### src/include/sor_pkg.sv
package sor_pkg;

	localparam int RES_W      = 15;
	localparam int DAC_W      = 11;
	localparam int PWM_MAX_W  = 12;
	localparam int PWM_FAST_W = 9;
	localparam int CFG_W      = 5;
	localparam int NUM_CFG    = 27;
	localparam int NUM_I2C    = 18;
	localparam int DLY_W      = 8;

	// start window, printed in ms, counted at the 100 MHz clock
	localparam int  START_WIN_MS  = 20;
	localparam int  CLK_KHZ       = 100_000;
	localparam int  START_WIN_CYC = START_WIN_MS * CLK_KHZ;
	localparam int  WDOG_CYC      = 65_536;
	localparam int  WIN_W         = 22;

	localparam logic [RES_W-1:0] RES_RST   = 15'h0000;
	localparam logic [DAC_W-1:0] DAC_MAX   = 11'h07ff;
	localparam logic [DAC_W-1:0] DAC_MIN   = 11'h0000;
	localparam logic [7:0]       ERR_NONE  = 8'h00;
	localparam logic [7:0]       ERR_WDOG  = 8'h01;
	localparam logic [7:0]       ERR_WIRE  = 8'h02;
	localparam logic [7:0]       ERR_AGE   = 8'h03;
	localparam logic [7:0]       ERR_MEM   = 8'h04;
	localparam logic [7:0]       ERR_SIG   = 8'h05;
	localparam logic [7:0]       ERR_CFG   = 8'h06;

	typedef enum logic [1:0] {
		SOR_SRC_BRIDGE,
		SOR_SRC_TEMP1,
		SOR_SRC_TEMP2
	} sor_src_t;

	typedef enum logic [1:0] {
		SOR_IF_ONEWIRE,
		SOR_IF_I2C,
		SOR_IF_SPI
	} sor_if_t;

	typedef enum logic [1:0] {
		SOR_PIN_NONE,
		SOR_PIN_ANALOG,
		SOR_PIN_PULSE
	} sor_main_use_t;

	typedef enum logic [1:0] {
		SOR_A_NONE,
		SOR_A_FLAG,
		SOR_A_PULSE,
		SOR_A_SDO
	} sor_a_use_t;

	typedef struct packed {
		logic       spi;
		logic [1:0] main_use;
		logic [1:0] a_use;
		logic       b_flag;
		logic       mode_dep;
	} sor_route_t;

	typedef struct packed {
		logic [RES_W-1:0] thr_lo;
		logic [RES_W-1:0] thr_hi;
		logic [RES_W-1:0] hyst;
		logic             invert;
		logic             window;
		logic [DLY_W-1:0] on_dly;
		logic [DLY_W-1:0] off_dly;
	} sor_cmp_cfg_t;

	typedef struct packed {
		logic wire_p_bad;
		logic wire_n_bad;
		logic sensor_aging;
		logic mem_fail;
		logic parity_fail;
		logic sig_fail;
		logic err_high;
	} sor_err_in_t;

	// decodes a configuration number into the pins it uses
	function automatic sor_route_t sor_route(input logic [CFG_W-1:0] n);
		sor_route_t r;
		int         k;
		r = '0;
		if (n >= 5'h01 && n <= 5'h12) begin
			k = int'(n) - 1;
			r.main_use = (k / 6 == 0) ? 2'(SOR_PIN_NONE) :
				(k / 6 == 1) ? 2'(SOR_PIN_ANALOG) : 2'(SOR_PIN_PULSE);
			case (k % 6)
				1: r.a_use = 2'(SOR_A_FLAG);
				2: r.b_flag = 1'b1;
				3: begin
					r.a_use = 2'(SOR_A_FLAG);
					r.b_flag = 1'b1;
				end
				4: r.a_use = 2'(SOR_A_PULSE);
				5: begin
					r.a_use = 2'(SOR_A_PULSE);
					r.b_flag = 1'b1;
				end
				default: r.a_use = 2'(SOR_A_NONE);
			endcase
		end else if (n >= 5'h13 && n <= 5'h1b) begin
			k = int'(n) - 19;
			r.spi = 1'b1;
			r.main_use = (k / 3 == 0) ? 2'(SOR_PIN_NONE) :
				(k / 3 == 1) ? 2'(SOR_PIN_ANALOG) : 2'(SOR_PIN_PULSE);
			r.mode_dep = (k % 3 != 0);
			r.a_use = (k % 3 == 2) ? 2'(SOR_A_PULSE) :
				(k % 3 == 1) ? 2'(SOR_A_FLAG) : 2'(SOR_A_SDO);
		end
		return r;
	endfunction : sor_route

	function automatic logic sor_cfg_ok(input logic [CFG_W-1:0] n);
		return (n >= 5'h01) && (n <= 5'h1b);
	endfunction : sor_cfg_ok

endpackage : sor_pkg

### src/rtl/sor_output_routing.sv
`timescale 1ns/1ps
module sor_output_routing #(
	parameter int START_CYC = sor_pkg::START_WIN_CYC,
	parameter int WDOG_LIM  = sor_pkg::WDOG_CYC
) (
	input  wire logic                          i_sys_clk,
	input  wire logic                          i_rstn,
	input  wire logic                          i_ce,
	input  wire logic [sor_pkg::RES_W-1:0]     i_bridge_res,
	input  wire logic [sor_pkg::RES_W-1:0]     i_temp1_res,
	input  wire logic [sor_pkg::RES_W-1:0]     i_temp2_res,
	input  wire logic                          i_res_valid,
	input  wire logic [sor_pkg::CFG_W-1:0]     i_out_cfg,
	input  wire logic                          i_spi_sel,
	input  wire logic                          i_start_win_en,
	input  wire logic [1:0]                    i_dac_src,
	input  wire logic [1:0]                    i_pulse_src,
	input  wire logic [3:0]                    i_pulse_res,
	input  wire logic [7:0]                    i_pulse_div,
	input  wire sor_pkg::sor_cmp_cfg_t         i_cmp_a_cfg,
	input  wire sor_pkg::sor_cmp_cfg_t         i_cmp_b_cfg,
	input  wire logic                          i_ow_request,
	input  wire logic                          i_ow_set_exit,
	input  wire logic                          i_spi_busy,
	input  wire logic                          i_spi_sdo,
	input  wire logic                          i_spi_ss_n_pin,
	input  wire logic                          i_ctrl_alive,
	input  wire logic                          i_loop_tick,
	input  wire sor_pkg::sor_err_in_t          i_err,
	output logic [sor_pkg::DAC_W-1:0]          o_dac_code,
	output logic                               o_dac_en,
	output logic                               o_main_pulse_en,
	output logic                               o_main_pin_driver,
	output logic                               o_dual_pin_driver,
	output logic                               o_dual_use_pin_a_oe,
	output logic                               o_dual_use_pin_b_oe,
	output logic                               o_dual_use_pin_b,
	output logic                               o_onewire_active,
	output logic [1:0]                         o_serial_if,
	output logic                               o_command_mode,
	output logic                               o_spi_ss_n,
	output logic                               o_first_threshold_flag,
	output logic                               o_second_threshold_flag,
	output logic                               o_diag_mode,
	output logic                               o_ctrl_err_flag,
	output logic [7:0]                         o_err_code,
	output logic                               o_cfg_err
);
	import sor_pkg::*;

	typedef enum logic [1:0] {
		ST_START,
		ST_ONEWIRE,
		ST_RUN
	} sor_phase_t;

	typedef struct packed {
		sor_phase_t       phase;
		logic [WIN_W-1:0] win_cnt;
		logic [16:0]      wdog_cnt;
		logic [2:0]       req_sync;
		logic [2:0]       alive_sync;
		logic [2:0]       tick_sync;
		logic             alive_seen;
		logic             tick_seen;
		logic [1:0]       ss_sync;
		logic             diag;
		logic [7:0]       code;
		logic [DAC_W-1:0] dac;
		logic             dac_en;
		logic             main_pulse_en;
		logic             main_pin;
		logic             pin_a;
		logic             pin_a_oe;
		logic             pin_b;
		logic             pin_b_oe;
		logic             flag_a;
		logic             flag_b;
		logic             ss_n;
		logic             cfg_err;
		logic             ctrl_err;
	} sor_state_t;

	// reset image: select input sync and select output idle high, everything else cleared
	localparam sor_state_t STATE_RST = '{phase: ST_START, code: ERR_NONE,
		dac: DAC_MIN, ss_sync: 2'b11, ss_n: 1'b1, default: '0};

	sor_state_t st_reg;
	sor_state_t st_next;
	logic [1:0] rst_sync_reg;
	logic       rst_n;
	sor_route_t route;
	logic       cmd_mode;
	logic       pulse_out;
	logic       pulse_hold;
	logic       cmp_a;
	logic       cmp_b;
	logic       wdog_hit;
	logic [RES_W-1:0] dac_val;
	logic [RES_W-1:0] pulse_val;

	// reset release through two flops, everything else uses the copy
	always_ff @(posedge i_sys_clk or negedge i_rstn) begin
		if (!i_rstn) begin
			rst_sync_reg <= 2'b00;
		end else begin
			rst_sync_reg <= {rst_sync_reg[0], 1'b1};
		end
	end
	assign rst_n = rst_sync_reg[1];

	function automatic logic [RES_W-1:0] pick(input logic [1:0] s,
		input logic [RES_W-1:0] b, input logic [RES_W-1:0] t1,
		input logic [RES_W-1:0] t2);
		case (s)
			2'(SOR_SRC_TEMP1): pick = t1;
			2'(SOR_SRC_TEMP2): pick = t2;
			default:           pick = b;
		endcase
	endfunction : pick

	always_comb begin
		route     = sor_route(i_out_cfg);
		dac_val   = pick(i_dac_src, i_bridge_res, i_temp1_res, i_temp2_res);
		pulse_val = pick(i_pulse_src, i_bridge_res, i_temp1_res, i_temp2_res);
		// only spi traffic on the live pin a counts as command mode
		cmd_mode  = route.spi && i_spi_busy;
		pulse_hold = (route.a_use == 2'(SOR_A_PULSE)) && route.spi &&
			(cmd_mode || !route.mode_dep);
		wdog_hit  = (st_reg.wdog_cnt >= 17'(WDOG_LIM));
	end

	// pulse resolution clamped to the 12-bit maximum
	sor_pulse_gen #(.MAX_W(PWM_MAX_W)) u_pulse (
		.i_sys_clk  (i_sys_clk),
		.i_rst_n    (rst_n),
		.i_ce       (i_ce),
		.i_hold     (pulse_hold),
		.i_res_bits ((i_pulse_res > 4'hc) ? 4'hc : i_pulse_res),
		.i_clk_div  (i_pulse_div),
		.i_duty     (pulse_val[RES_W-1 -: PWM_MAX_W] >> (4'hc - ((i_pulse_res > 4'hc) ? 4'hc : i_pulse_res))),
		.o_pulse    (pulse_out)
	);

	// both channels watch only the bridge result
	sor_threshold_cmp u_cmp_a (
		.i_sys_clk (i_sys_clk),
		.i_rst_n   (rst_n),
		.i_ce      (i_ce),
		.i_sample  (i_res_valid),
		.i_value   (i_bridge_res),
		.i_cfg     (i_cmp_a_cfg),
		.o_flag    (cmp_a)
	);

	sor_threshold_cmp u_cmp_b (
		.i_sys_clk (i_sys_clk),
		.i_rst_n   (rst_n),
		.i_ce      (i_ce),
		.i_sample  (i_res_valid),
		.i_value   (i_bridge_res),
		.i_cfg     (i_cmp_b_cfg),
		.o_flag    (cmp_b)
	);

	always_comb begin
		st_next = st_reg;
		st_next.req_sync   = {st_reg.req_sync[1:0], i_ow_request};
		st_next.alive_sync = {st_reg.alive_sync[1:0], i_ctrl_alive};
		st_next.tick_sync  = {st_reg.tick_sync[1:0], i_loop_tick};
		st_next.ss_sync    = {st_reg.ss_sync[0], i_spi_ss_n_pin};

		case (st_reg.phase)
			ST_START: begin
				if (!i_start_win_en) begin
					st_next.phase = ST_RUN;
				end else if (st_reg.req_sync[1]) begin
					st_next.phase = ST_ONEWIRE;
				end else if (st_reg.win_cnt >= WIN_W'(START_CYC - 1)) begin
					st_next.phase = ST_RUN;
				end else begin
					st_next.win_cnt = st_reg.win_cnt + 1'b1;
				end
			end
			ST_ONEWIRE: begin
				if (i_ow_set_exit) begin
					st_next.phase = ST_RUN;
				end
			end
			ST_RUN: st_next.phase = ST_RUN;
			default: st_next.phase = ST_START;
		endcase

		// watchdog: heartbeat and loop tick each seen once per span, in any
		// order, so two unrelated toggles never have to coincide
		st_next.alive_seen = st_reg.alive_seen |
			(st_reg.alive_sync[2] ^ st_reg.alive_sync[1]);
		st_next.tick_seen  = st_reg.tick_seen |
			(st_reg.tick_sync[2] ^ st_reg.tick_sync[1]);
		if (st_next.alive_seen && st_next.tick_seen) begin
			st_next.wdog_cnt   = '0;
			st_next.alive_seen = 1'b0;
			st_next.tick_seen  = 1'b0;
		end else if (!wdog_hit) begin
			st_next.wdog_cnt = st_reg.wdog_cnt + 1'b1;
		end

		st_next.cfg_err  = st_reg.cfg_err | !sor_cfg_ok(i_out_cfg) |
			(route.spi != i_spi_sel);
		st_next.ctrl_err = st_reg.ctrl_err | i_err.parity_fail |
			i_err.sig_fail;

		if (!st_reg.diag) begin
			if (wdog_hit) begin
				st_next.diag = 1'b1;
				st_next.code = ERR_WDOG;
			end else if (i_err.wire_p_bad || i_err.wire_n_bad) begin
				st_next.diag = 1'b1;
				st_next.code = ERR_WIRE;
			end else if (i_err.sensor_aging) begin
				st_next.diag = 1'b1;
				st_next.code = ERR_AGE;
			end else if (i_err.mem_fail) begin
				st_next.diag = 1'b1;
				st_next.code = ERR_MEM;
			end else if (i_err.parity_fail || i_err.sig_fail) begin
				st_next.diag = 1'b1;
				st_next.code = ERR_SIG;
			end else if (st_reg.cfg_err) begin
				st_next.diag = 1'b1;
				st_next.code = ERR_CFG;
			end
		end

		// main pin: one-wire owns it until the run phase
		st_next.dac_en        = (st_reg.phase == ST_RUN) &&
			(route.main_use == 2'(SOR_PIN_ANALOG));
		st_next.main_pulse_en = (st_reg.phase == ST_RUN) &&
			(route.main_use == 2'(SOR_PIN_PULSE)) && !st_reg.diag;
		st_next.main_pin      = st_next.main_pulse_en & pulse_out;
		if (st_reg.diag) begin
			st_next.dac = i_err.err_high ? DAC_MAX : DAC_MIN;
		end else begin
			st_next.dac = dac_val[RES_W-1 -: DAC_W];
		end

		st_next.flag_a = cmp_a;
		st_next.flag_b = cmp_b && route.b_flag && !route.spi;
		st_next.ss_n   = route.spi ? st_reg.ss_sync[1] : 1'b1;

		// pin a and pin b per configuration and spi activity
		st_next.pin_a_oe = (st_reg.phase == ST_RUN);
		st_next.pin_a    = 1'b0;
		if (route.spi && (cmd_mode || !route.mode_dep)) begin
			st_next.pin_a = i_spi_sdo;
		end else if (route.a_use == 2'(SOR_A_FLAG) || route.mode_dep) begin
			st_next.pin_a = (route.a_use == 2'(SOR_A_PULSE)) ? pulse_out :
				cmp_a;
		end else if (route.a_use == 2'(SOR_A_PULSE)) begin
			st_next.pin_a = pulse_out;
		end else begin
			st_next.pin_a_oe = 1'b0;
		end
		st_next.pin_b_oe = (st_reg.phase == ST_RUN) && !route.spi &&
			route.b_flag;
		st_next.pin_b    = cmp_b;
	end

	always_ff @(posedge i_sys_clk or negedge rst_n) begin
		if (!rst_n) begin
			st_reg <= STATE_RST;
		end else if (i_ce) begin
			st_reg <= st_next;
		end
	end

	assign o_dac_code              = st_reg.dac;
	assign o_dac_en                = st_reg.dac_en;
	assign o_main_pulse_en         = st_reg.main_pulse_en;
	assign o_main_pin_driver       = st_reg.main_pin;
	assign o_dual_pin_driver       = st_reg.pin_a;
	assign o_dual_use_pin_a_oe     = st_reg.pin_a_oe;
	assign o_dual_use_pin_b_oe     = st_reg.pin_b_oe;
	assign o_dual_use_pin_b        = st_reg.pin_b;
	assign o_onewire_active        = (st_reg.phase != ST_RUN);
	assign o_serial_if             = (st_reg.phase != ST_RUN) ? 2'(SOR_IF_ONEWIRE) :
		(i_spi_sel ? 2'(SOR_IF_SPI) : 2'(SOR_IF_I2C));
	assign o_command_mode          = (st_reg.phase == ST_ONEWIRE);
	assign o_spi_ss_n              = st_reg.ss_n;
	assign o_first_threshold_flag  = st_reg.flag_a;
	assign o_second_threshold_flag = st_reg.flag_b;
	assign o_diag_mode             = st_reg.diag;
	assign o_ctrl_err_flag         = st_reg.ctrl_err;
	assign o_err_code              = st_reg.code;
	assign o_cfg_err               = st_reg.cfg_err;
endmodule : sor_output_routing

### src/rtl/sor_pulse_gen.sv
`timescale 1ns/1ps
module sor_pulse_gen #(
	parameter int MAX_W = 12
) (
	input  wire logic             i_sys_clk,
	input  wire logic             i_rst_n,
	input  wire logic             i_ce,
	input  wire logic             i_hold,
	input  wire logic [3:0]       i_res_bits,
	input  wire logic [7:0]       i_clk_div,
	input  wire logic [MAX_W-1:0] i_duty,
	output logic                  o_pulse
);
	import sor_pkg::*;

	typedef struct packed {
		logic [7:0]       pre;
		logic [MAX_W-1:0] cnt;
		logic [MAX_W-1:0] duty;
		logic             pulse;
	} sor_pg_state_t;

	sor_pg_state_t st_reg;
	sor_pg_state_t st_next;
	logic [MAX_W-1:0] top;

	// period is 2^res ticks of the divided clock
	always_comb begin
		top = MAX_W'((1 << i_res_bits) - 1);
	end

	always_comb begin
		st_next = st_reg;
		if (i_hold) begin
			st_next.cnt   = '0;
			st_next.pre   = '0;
			st_next.pulse = 1'b0;
		end else if (st_reg.pre >= i_clk_div) begin
			st_next.pre = '0;
			if (st_reg.cnt >= top) begin
				st_next.cnt  = '0;
				st_next.duty = i_duty;
			end else begin
				st_next.cnt = st_reg.cnt + 1'b1;
			end
			st_next.pulse = (st_next.cnt < st_next.duty);
		end else begin
			st_next.pre = st_reg.pre + 1'b1;
		end
	end

	always_ff @(posedge i_sys_clk or negedge i_rst_n) begin
		if (!i_rst_n) begin
			st_reg <= '0;
		end else if (i_ce) begin
			st_reg <= st_next;
		end
	end

	assign o_pulse = st_reg.pulse;
endmodule : sor_pulse_gen

### src/rtl/sor_threshold_cmp.sv
`timescale 1ns/1ps
module sor_threshold_cmp (
	input  wire logic                      i_sys_clk,
	input  wire logic                      i_rst_n,
	input  wire logic                      i_ce,
	input  wire logic                      i_sample,
	input  wire logic [sor_pkg::RES_W-1:0] i_value,
	input  wire sor_pkg::sor_cmp_cfg_t     i_cfg,
	output logic                           o_flag
);
	import sor_pkg::*;

	typedef struct packed {
		logic             raw;
		logic             flag;
		logic [DLY_W-1:0] dly;
	} sor_tc_state_t;

	sor_tc_state_t st_reg;
	sor_tc_state_t st_next;
	logic          hit;
	logic [RES_W:0] hi_h;
	logic [RES_W:0] lo_h;

	always_comb begin
		st_next = st_reg;
		// hysteresis: once active the band widens by hyst
		hi_h = {1'b0, i_cfg.thr_hi} + (st_reg.raw ? {1'b0, i_cfg.hyst} : '0);
		lo_h = (st_reg.raw && i_cfg.thr_lo > i_cfg.hyst) ?
			{1'b0, i_cfg.thr_lo - i_cfg.hyst} : {1'b0, i_cfg.thr_lo};
		if (i_cfg.window) begin
			hit = ({1'b0, i_value} >= lo_h) && ({1'b0, i_value} <= hi_h);
		end else begin
			hit = st_reg.raw ? ({1'b0, i_value} + {1'b0, i_cfg.hyst} >
				{1'b0, i_cfg.thr_hi}) : (i_value > i_cfg.thr_hi);
		end
		if (i_sample) begin
			st_next.raw = hit;
		end
		if ((st_reg.raw ^ i_cfg.invert) == st_reg.flag) begin
			st_next.dly = '0;
		end else if (st_reg.dly >= (st_reg.flag ? i_cfg.off_dly : i_cfg.on_dly)) begin
			st_next.flag = ~st_reg.flag;
			st_next.dly  = '0;
		end else begin
			st_next.dly = st_reg.dly + 1'b1;
		end
	end

	always_ff @(posedge i_sys_clk or negedge i_rst_n) begin
		if (!i_rst_n) begin
			st_reg <= '0;
		end else if (i_ce) begin
			st_reg <= st_next;
		end
	end

	assign o_flag = st_reg.flag;

endmodule : sor_threshold_cmp

### config.mk
export PLATFORM = sky130hd
export DESIGN_NAME = sor_output_routing
export DESIGN_NICKNAME = d
export VERILOG_FILES = /design/src/include/sor_pkg.sv /design/src/rtl/sor_output_routing.sv /design/src/rtl/sor_pulse_gen.sv /design/src/rtl/sor_threshold_cmp.sv
export SDC_FILE = /design/constraint.sdc
export NUM_CORES = 1
export LEC_CHECK = 0
export BUFFER_PORTS_ARGS = -buffer_cell sky130_fd_sc_hd__buf_2
export CORE_MARGIN = 2
export CORE_UTILIZATION = 30
export DETAILED_ROUTE_END_ITERATION = 10
export PLACE_DENSITY = 0.53
export SETUP_SLACK_MARGIN = 0.1
export SLEW_MARGIN = 20
export SYNTH_ARGS = -nofsm -noshare
export SYNTH_HDL_FRONTEND = slang
export SYNTH_SLANG_ARGS = --single-unit
### constraint.sdc
create_clock -name i_sys_clk -period 10.18 [get_ports i_sys_clk]
set_input_delay 1.018 -clock i_sys_clk [delete_from_list [all_inputs] [get_ports i_sys_clk]]
set_output_delay 1.018 -clock i_sys_clk [all_outputs]
set_load 0.05 [all_outputs]
* Yosys cells after proc, flatten, opt, wreduce, memory -nomap -nowiden
Cells that the tools add are included.
** Cells by class
- Add/subtract/negate cells :: 16
- $mul :: 0
- Div/mod/pow operators :: 4
- $lt $le $gt $ge :: 22
- Eq/ne operators :: 26
- Shift-type cells :: 2
- Multiplexer cells :: 68
- Bitwise operators :: 19
- Reduce and logical (&&, ||, !) cells :: 45
** Operator list (number)
- == test 32 x 2 -> 1 bit, second input constant :: 5
- == test 32 x 3 -> 1 bit, second input constant :: 3
- 2-to-1 mux 12 bit :: 6
- logical NOT 32 bit :: 2
- 2-to-1 mux 9 bit :: 7
- greater-than comparator 15 bit :: 4
- 2-to-1 mux 15 bit :: 4
- case mux 15 bit (2 select lines) :: 2
- 2-to-1 mux 8 bit :: 7
- 2-to-1 mux 17 bit :: 2
- adder 15 x 15 -> 16 bit :: 2
- adder 15 x 16 -> 16 bit :: 2
- divider 32 x 3 -> 32 bit, second input constant :: 1
- divider 32 x 4 -> 32 bit, second input constant :: 1
- == test 32 x 1 -> 1 bit, second input constant :: 1
- >= comparator 15 x 16 -> 1 bit :: 2
- greater-than comparator 16 x 15 -> 1 bit :: 2
- less-or-equal comparator 15 x 16 -> 1 bit :: 2
- remainder unit 32 x 3 -> 32 bit, second input constant :: 1
- remainder unit 32 x 4 -> 32 bit, second input constant :: 1
- nonzero test 32 bit :: 1
- subtractor 15 bit :: 2
- 2-to-1 mux 2 bit :: 13
- 2-to-1 mux 25 bit :: 1
- other kinds (48) :: 128
** Storage, ports and cells
- Flip-flop bits (word level) :: 140
- Latch bits :: 0
- Bits in writable memories :: 0
- Memory bits (read-only) :: 0
- Input bits :: 212
- Output and inout port bits :: 36
- Logic and storage cells :: 237
- Memories :: 0

* Depth between registers and ports, before layout
- Depth in word-level cells :: 14
- Mapped depth :: 35
- Mapped depth without buffers :: 31

* Cells and area by module
From an unflattened synthesis, not the netlist that was laid out.
** Unflattened totals
- Cells, all modules :: 2190
- Area, all modules :: 18068.6 um2
** By module, submodules not included
- sor_output_routing :: times used 1, cells an instance 800, area an instance 6626.4 um2, sequential area each 2055.7 um2
- sor_threshold_cmp (u_cmp_b) :: times used 1, cells an instance 549, area an instance 4423.0 um2, sequential area each 250.2 um2
- sor_threshold_cmp (u_cmp_a) :: times used 1, cells an instance 546, area an instance 4384.2 um2, sequential area each 250.2 um2
- sor_pulse_gen :: times used 1, cells an instance 295, area an instance 2635.0 um2, sequential area each 825.8 um2

* Worst setup path after synthesis
OpenSTA, ideal clock, no wires.
- Path type :: input-to-reg
- Start :: input i_out_cfg[0] (netlist bit)
- End :: register u_pulse.st_reg[16] (netlist bit)
- Setup time :: 0.121 ns
- Arrival :: 7.697 ns
- Data required time :: 10.059 ns
- Path slack :: 2.362 ns
- Cell stages on the path :: 35
- Buffers on the path :: 6
- Cells stage by stage :: buf_6 > inv_1 > ha_1 > buf_6 > nor4b_1 > o31ai_2 > a31o_4 > a21oi_2 > ha_1 > clkbuf_1 > a31oi_1 > xnor2_1 > ha_1 > clkbuf_1 > nor3_1 > a32o_1 > or3_4 > nand2_1 > inv_2 > xnor2_1 > ha_1 > a31oi_1 > nand3_1 > o21ai_0 > and2_1 > ha_1 > nor2_1 > a221oi_1 > o211ai_2 > a2111oi_4 > or2_1 > buf_6 > nand2_4 > buf_6 > a22o_1
** Between the ends
- Cells in the longest elaborated chain, start to end :: 12
- Elaborated cells between the ends (all ways) :: 36
- Those cells by class :: add/sub (2); div (2); order compare (4); eq/ne (7); mux (9); reduce/logical (12)
** Ends and longest elaborated chain
- from (decl) :: RTL line sor_output_routing.sv:13 : input wire logic [sor_pkg::CFG_W-1:0] i_out_cfg,
- subtractor 5 x 5 -> 6 bit :: RTL line sor_pkg.sv:107 : k = int'(n) - 19;
- remainder unit 32 x 3 -> 32 bit :: RTL line sor_pkg.sv:111, sor_pkg.sv:112, sor_pkg.sv:113
- == test 32 x 2 -> 1 bit :: RTL line sor_pkg.sv:113 : (k % 3 == 1) ? 2'(SOR_A_FLAG) : 2'(SOR_A_SDO);
- 2-to-1 mux 2 bit :: RTL line sor_pkg.sv:113
- 2-to-1 mux 2 bit :: RTL line sor_pkg.sv:112 : r.a_use = (k % 3 == 2) ? 2'(SOR_A_PULSE) :
- 2-to-1 mux 5 bit :: RTL line sor_pkg.sv:106 : end else if (n >= 5'h13 && n <= 5'h1b) begin
- 2-to-1 mux 4 bit :: RTL line sor_pkg.sv:88 : if (n >= 5'h01 && n <= 5'h12) begin
- == test 2 bit :: RTL line sor_output_routing.sv:128 : pulse_hold = (route.a_use == 2'(SOR_A_PULSE)) && route.spi &&
- logical AND 1 bit :: RTL line sor_output_routing.sv:128
- logical AND 1 bit * :: RTL line sor_output_routing.sv:128
- nonzero test 2 bit (no line)
- AND reduction 2 bit (no line)
- to (signal assigned) :: RTL line sor_pulse_gen.sv:56 : st_reg <= st_next;
- to (decl) :: RTL line sor_pulse_gen.sv:23 : sor_pg_state_t st_reg;
Every way passes the cells marked *; elsewhere a longest branch is shown, timed or not.
A chain may end at the register's enable or synchronous reset.

* Final worst setup path
- Start :: input i_out_cfg[1] (netlist bit)
- End :: register u_pulse.st_reg[14] (netlist bit)
The elaborated chain is that of the path after synthesis.

==> impl_metrics.tcl <==
set metrics [dict create \
    rsz0062_at_grt "false" \
    finalPower_uw 2933 \
    cp_top_family "compound AO/OA/AOI/OAI gates" \
    post-route-cell-area_um2 19690 \
    drt-vias-per-instance 5.218 \
    io_pins 248 \
    slew_headroom_pct 35.50 \
    cp.required_ps 10500 \
    layout_worst_path_cycle_share_pct 84.23 \
    dr.pass1.iters 5 \
    antenna-diode-count 0 \
    max_freq_mhz 116.6 \
    reg2reg_setup_slack_ps 5300 \
    wl_mm 52.56 \
    grt_pass1_wl_mm 83.39 \
    hold_class "reg -> reg" \
    setup_violations 0 \
    r2r_start "u_cmp_a.st_reg[9]" \
    hold_depth 0 \
    final_util_pct 34.32 \
    worstSetupPathDepth 32 \
    mostFrequentLayoutCell "ha_1" \
    ys_seq_area_share_pct 19.53 \
    cp_max_fo 13 \
    fin_nets 2795 \
    start_util_pct 30.19 \
    insertion_delay_ps 440 \
    yosysWarnings 0 \
    chipWidth_um 244.3 \
    powerDensity_nw_per_um2 149.0 \
    hpwlAfterDp_mm 42.70 \
    vias 15980 \
    cp_slowest_cell "ha_1" \
    clock_skew_ps 20.59 \
    synth.distinct_cells 90 \
    crit_path_end_kind "flop" \
    numPortBuffers 236 \
    cp_common_cell "ha_1" \
    layout-drive-gt1-share_pct 14.50 \
    grt_max_degree 71 \
    gp_congestion 0.8628 \
    synth_cells 2105 \
    ff_latch_area_um2 3386 \
    cts.reportedPaths.clkPinSlew_ps 60 \
    reg2reg_to "u_cmp_a.st_reg[9]" \
    dr_wl_met3_mm 2.440 \
    outcome "complete, no violations" \
    fin_tns_setup_ps 0 \
    clockBufferDepth 2 \
    die-area_um2 59670 \
    htreeDepth 4 \
    hold_start "rst_sync_reg[0]" \
    finalHoldViolCount 0 \
    antenna_found_initial 12 \
    post_cts_resized 0 \
    clock-root-buffer "clkbuf_16" \
    drtIter0Drc 926 \
    n_fill_cell 6017 \
    worst_pin_slew_ps 964.0 \
    r2r_cells 24 \
    drc 0 \
    max-vdd-ir-drop_v 0.0001117 \
    syn_area_um2 17320 \
    die-height_um 244.3 \
    wire_per_inst_um 17.16 \
    largest_register_ffs 46 \
    rows 88 \
    cp-startpoint "i_out_cfg[1]" \
    final_cell_mix "293 x ha_1, 235 x buf_2, 181 x inv_1, 154 x a21oi_1, 147 x nor2_1" \
    synth-edff-count 0 \
    synthArstFlopShare_pct 100.0 \
    maxCapViolations 0 \
    drt-met1-wl_mm 23.91 \
    cp_num_buf_inv 5 \
    post_cts_buffers 0 \
    synth-main-ff-cell "dfrtp_1" \
    top_layer "met5" \
    grt_pass1_vias 15850 \
    fp.coreArea_um2 57370 \
    path_class "in -> reg" \
    startpoint_type "input pin" \
    finalCriticalPeriod_ps 8575 \
    hold_path_end "rst_sync_reg[1]" \
    drtAntennaViolNets 0 \
    hold_buffers 0 \
    grt_usage_pct 17.39 \
    p_leak_uw 0.009721 \
    crit_arrival_ps 8900 \
    cts_tree "yes" \
    drv_slew 0 \
    postPlaceCellArea_um2 19120 \
    area_growth_pct 13.66 \
    cts_made_buffers 17 \
    multi_input_area_um2 12800 \
    synth_seq_cells 135 \
    syn_avg_cell_area_um2 8.228 \
    cts.sinks 135 \
    max_stage_delay_ps 540 \
    wl_met2_mm 25.01 \
    gr-total-overflow 0 \
]
## cell families (layout without fill, tap and decap cells)
family | count (synthesis) | in the layout | synth area share [%]
muxes | 87 | 87 | 5.137
and+or+nand+nor | 583 | 583 | 17.12
buffers and inverters | 276 | 464 | 6.769
xor gates and xnor gates | 139 | 139 | 7.029
adders and majority gates | 299 | 299 | 21.86
other | 2 | 6 | 0.04336
DFF | 135 | 135 | 19.53
AOI/OAI and AO/OA | 584 | 584 | 22.51
## routing by layer
layer,up-vias,GRT usage (%)
met2,350,30.48
met3,84,3.237
li1,7962,-
met4,22,4.573
met1,7560,21.76
met5,-,0
## area by class of cell
class	instances	share of cell area, %
Sequential cell	135	17.20
Inverter	183	3.489
Clock buffer	18	2.231
Timing Repair Buffer	249	6.509
Tap cell	765	4.862
Clock inverter	14	0.6610
Multi-Input combinational cell	1698	65.05
## worst max-delay path by stage
stage | to | slack, ps
floorplan | u_pulse.st_reg[16] | 2360
global placement | u_pulse.st_reg[1] | 1340
detailed placement | u_pulse.st_reg[14] | 1210
CTS | u_pulse.st_reg[14] | 1660
global route | u_pulse.st_reg[14] | 1060
finish | u_pulse.st_reg[14] | 1600
## cells in the mapped netlist, types with 8 or more instances
master	instances	share of area [%]
a211o_1	15	0.76
a211oi_1	13	0.56
a21o_1	63	2.7
a21oi_1	154	4.5
a221oi_1	15	0.76
a22o_1	14	0.71
a22oi_1	10	0.43
a31oi_1	32	1.2
and2_1	37	1.3
and3_1	29	1.0
buf_4	21	0.91
clkbuf_1	55	1.2
dfrtp_1	132	19
ha_1	293	21
inv_1	181	3.9
mux2_2	15	0.98
mux2i_1	72	4.2
nand2_1	112	2.4
nand2b_1	40	1.4
nand3_1	60	1.7
nand4_1	40	1.4
nor2_1	148	3.2
nor2b_1	25	0.90
nor3_1	32	0.92
nor4_1	10	0.36
o21a_1	22	0.95
o21ai_0	109	3.1
o21bai_1	36	1.6
o22ai_1	11	0.40
o2bb2ai_1	13	0.66
o31ai_1	8	0.35
or2_2	9	0.33
or4_1	8	0.35
xnor2_1	88	4.5
xor2_1	51	2.6
## stage by stage
step	std cells	setup WS [ps]	hold slack, ps
final	3062	1605	353.8
after global routing	3062	1064	338.4
after CTS	3062	1659	335.7
after detailed placement	3030	1212	341.2
after global placement	3030	1337	342.0
after floorplan	2109	2362	331.2
## report_power, final
part           switching (µW)  leakage, µW  internal [µW]  total [µW]
registers                 105      0.00171            625         730
clock network             279     0.000276            329         608
logic                     922      0.00773            673        1590
(Power assumes the default switching activity.)
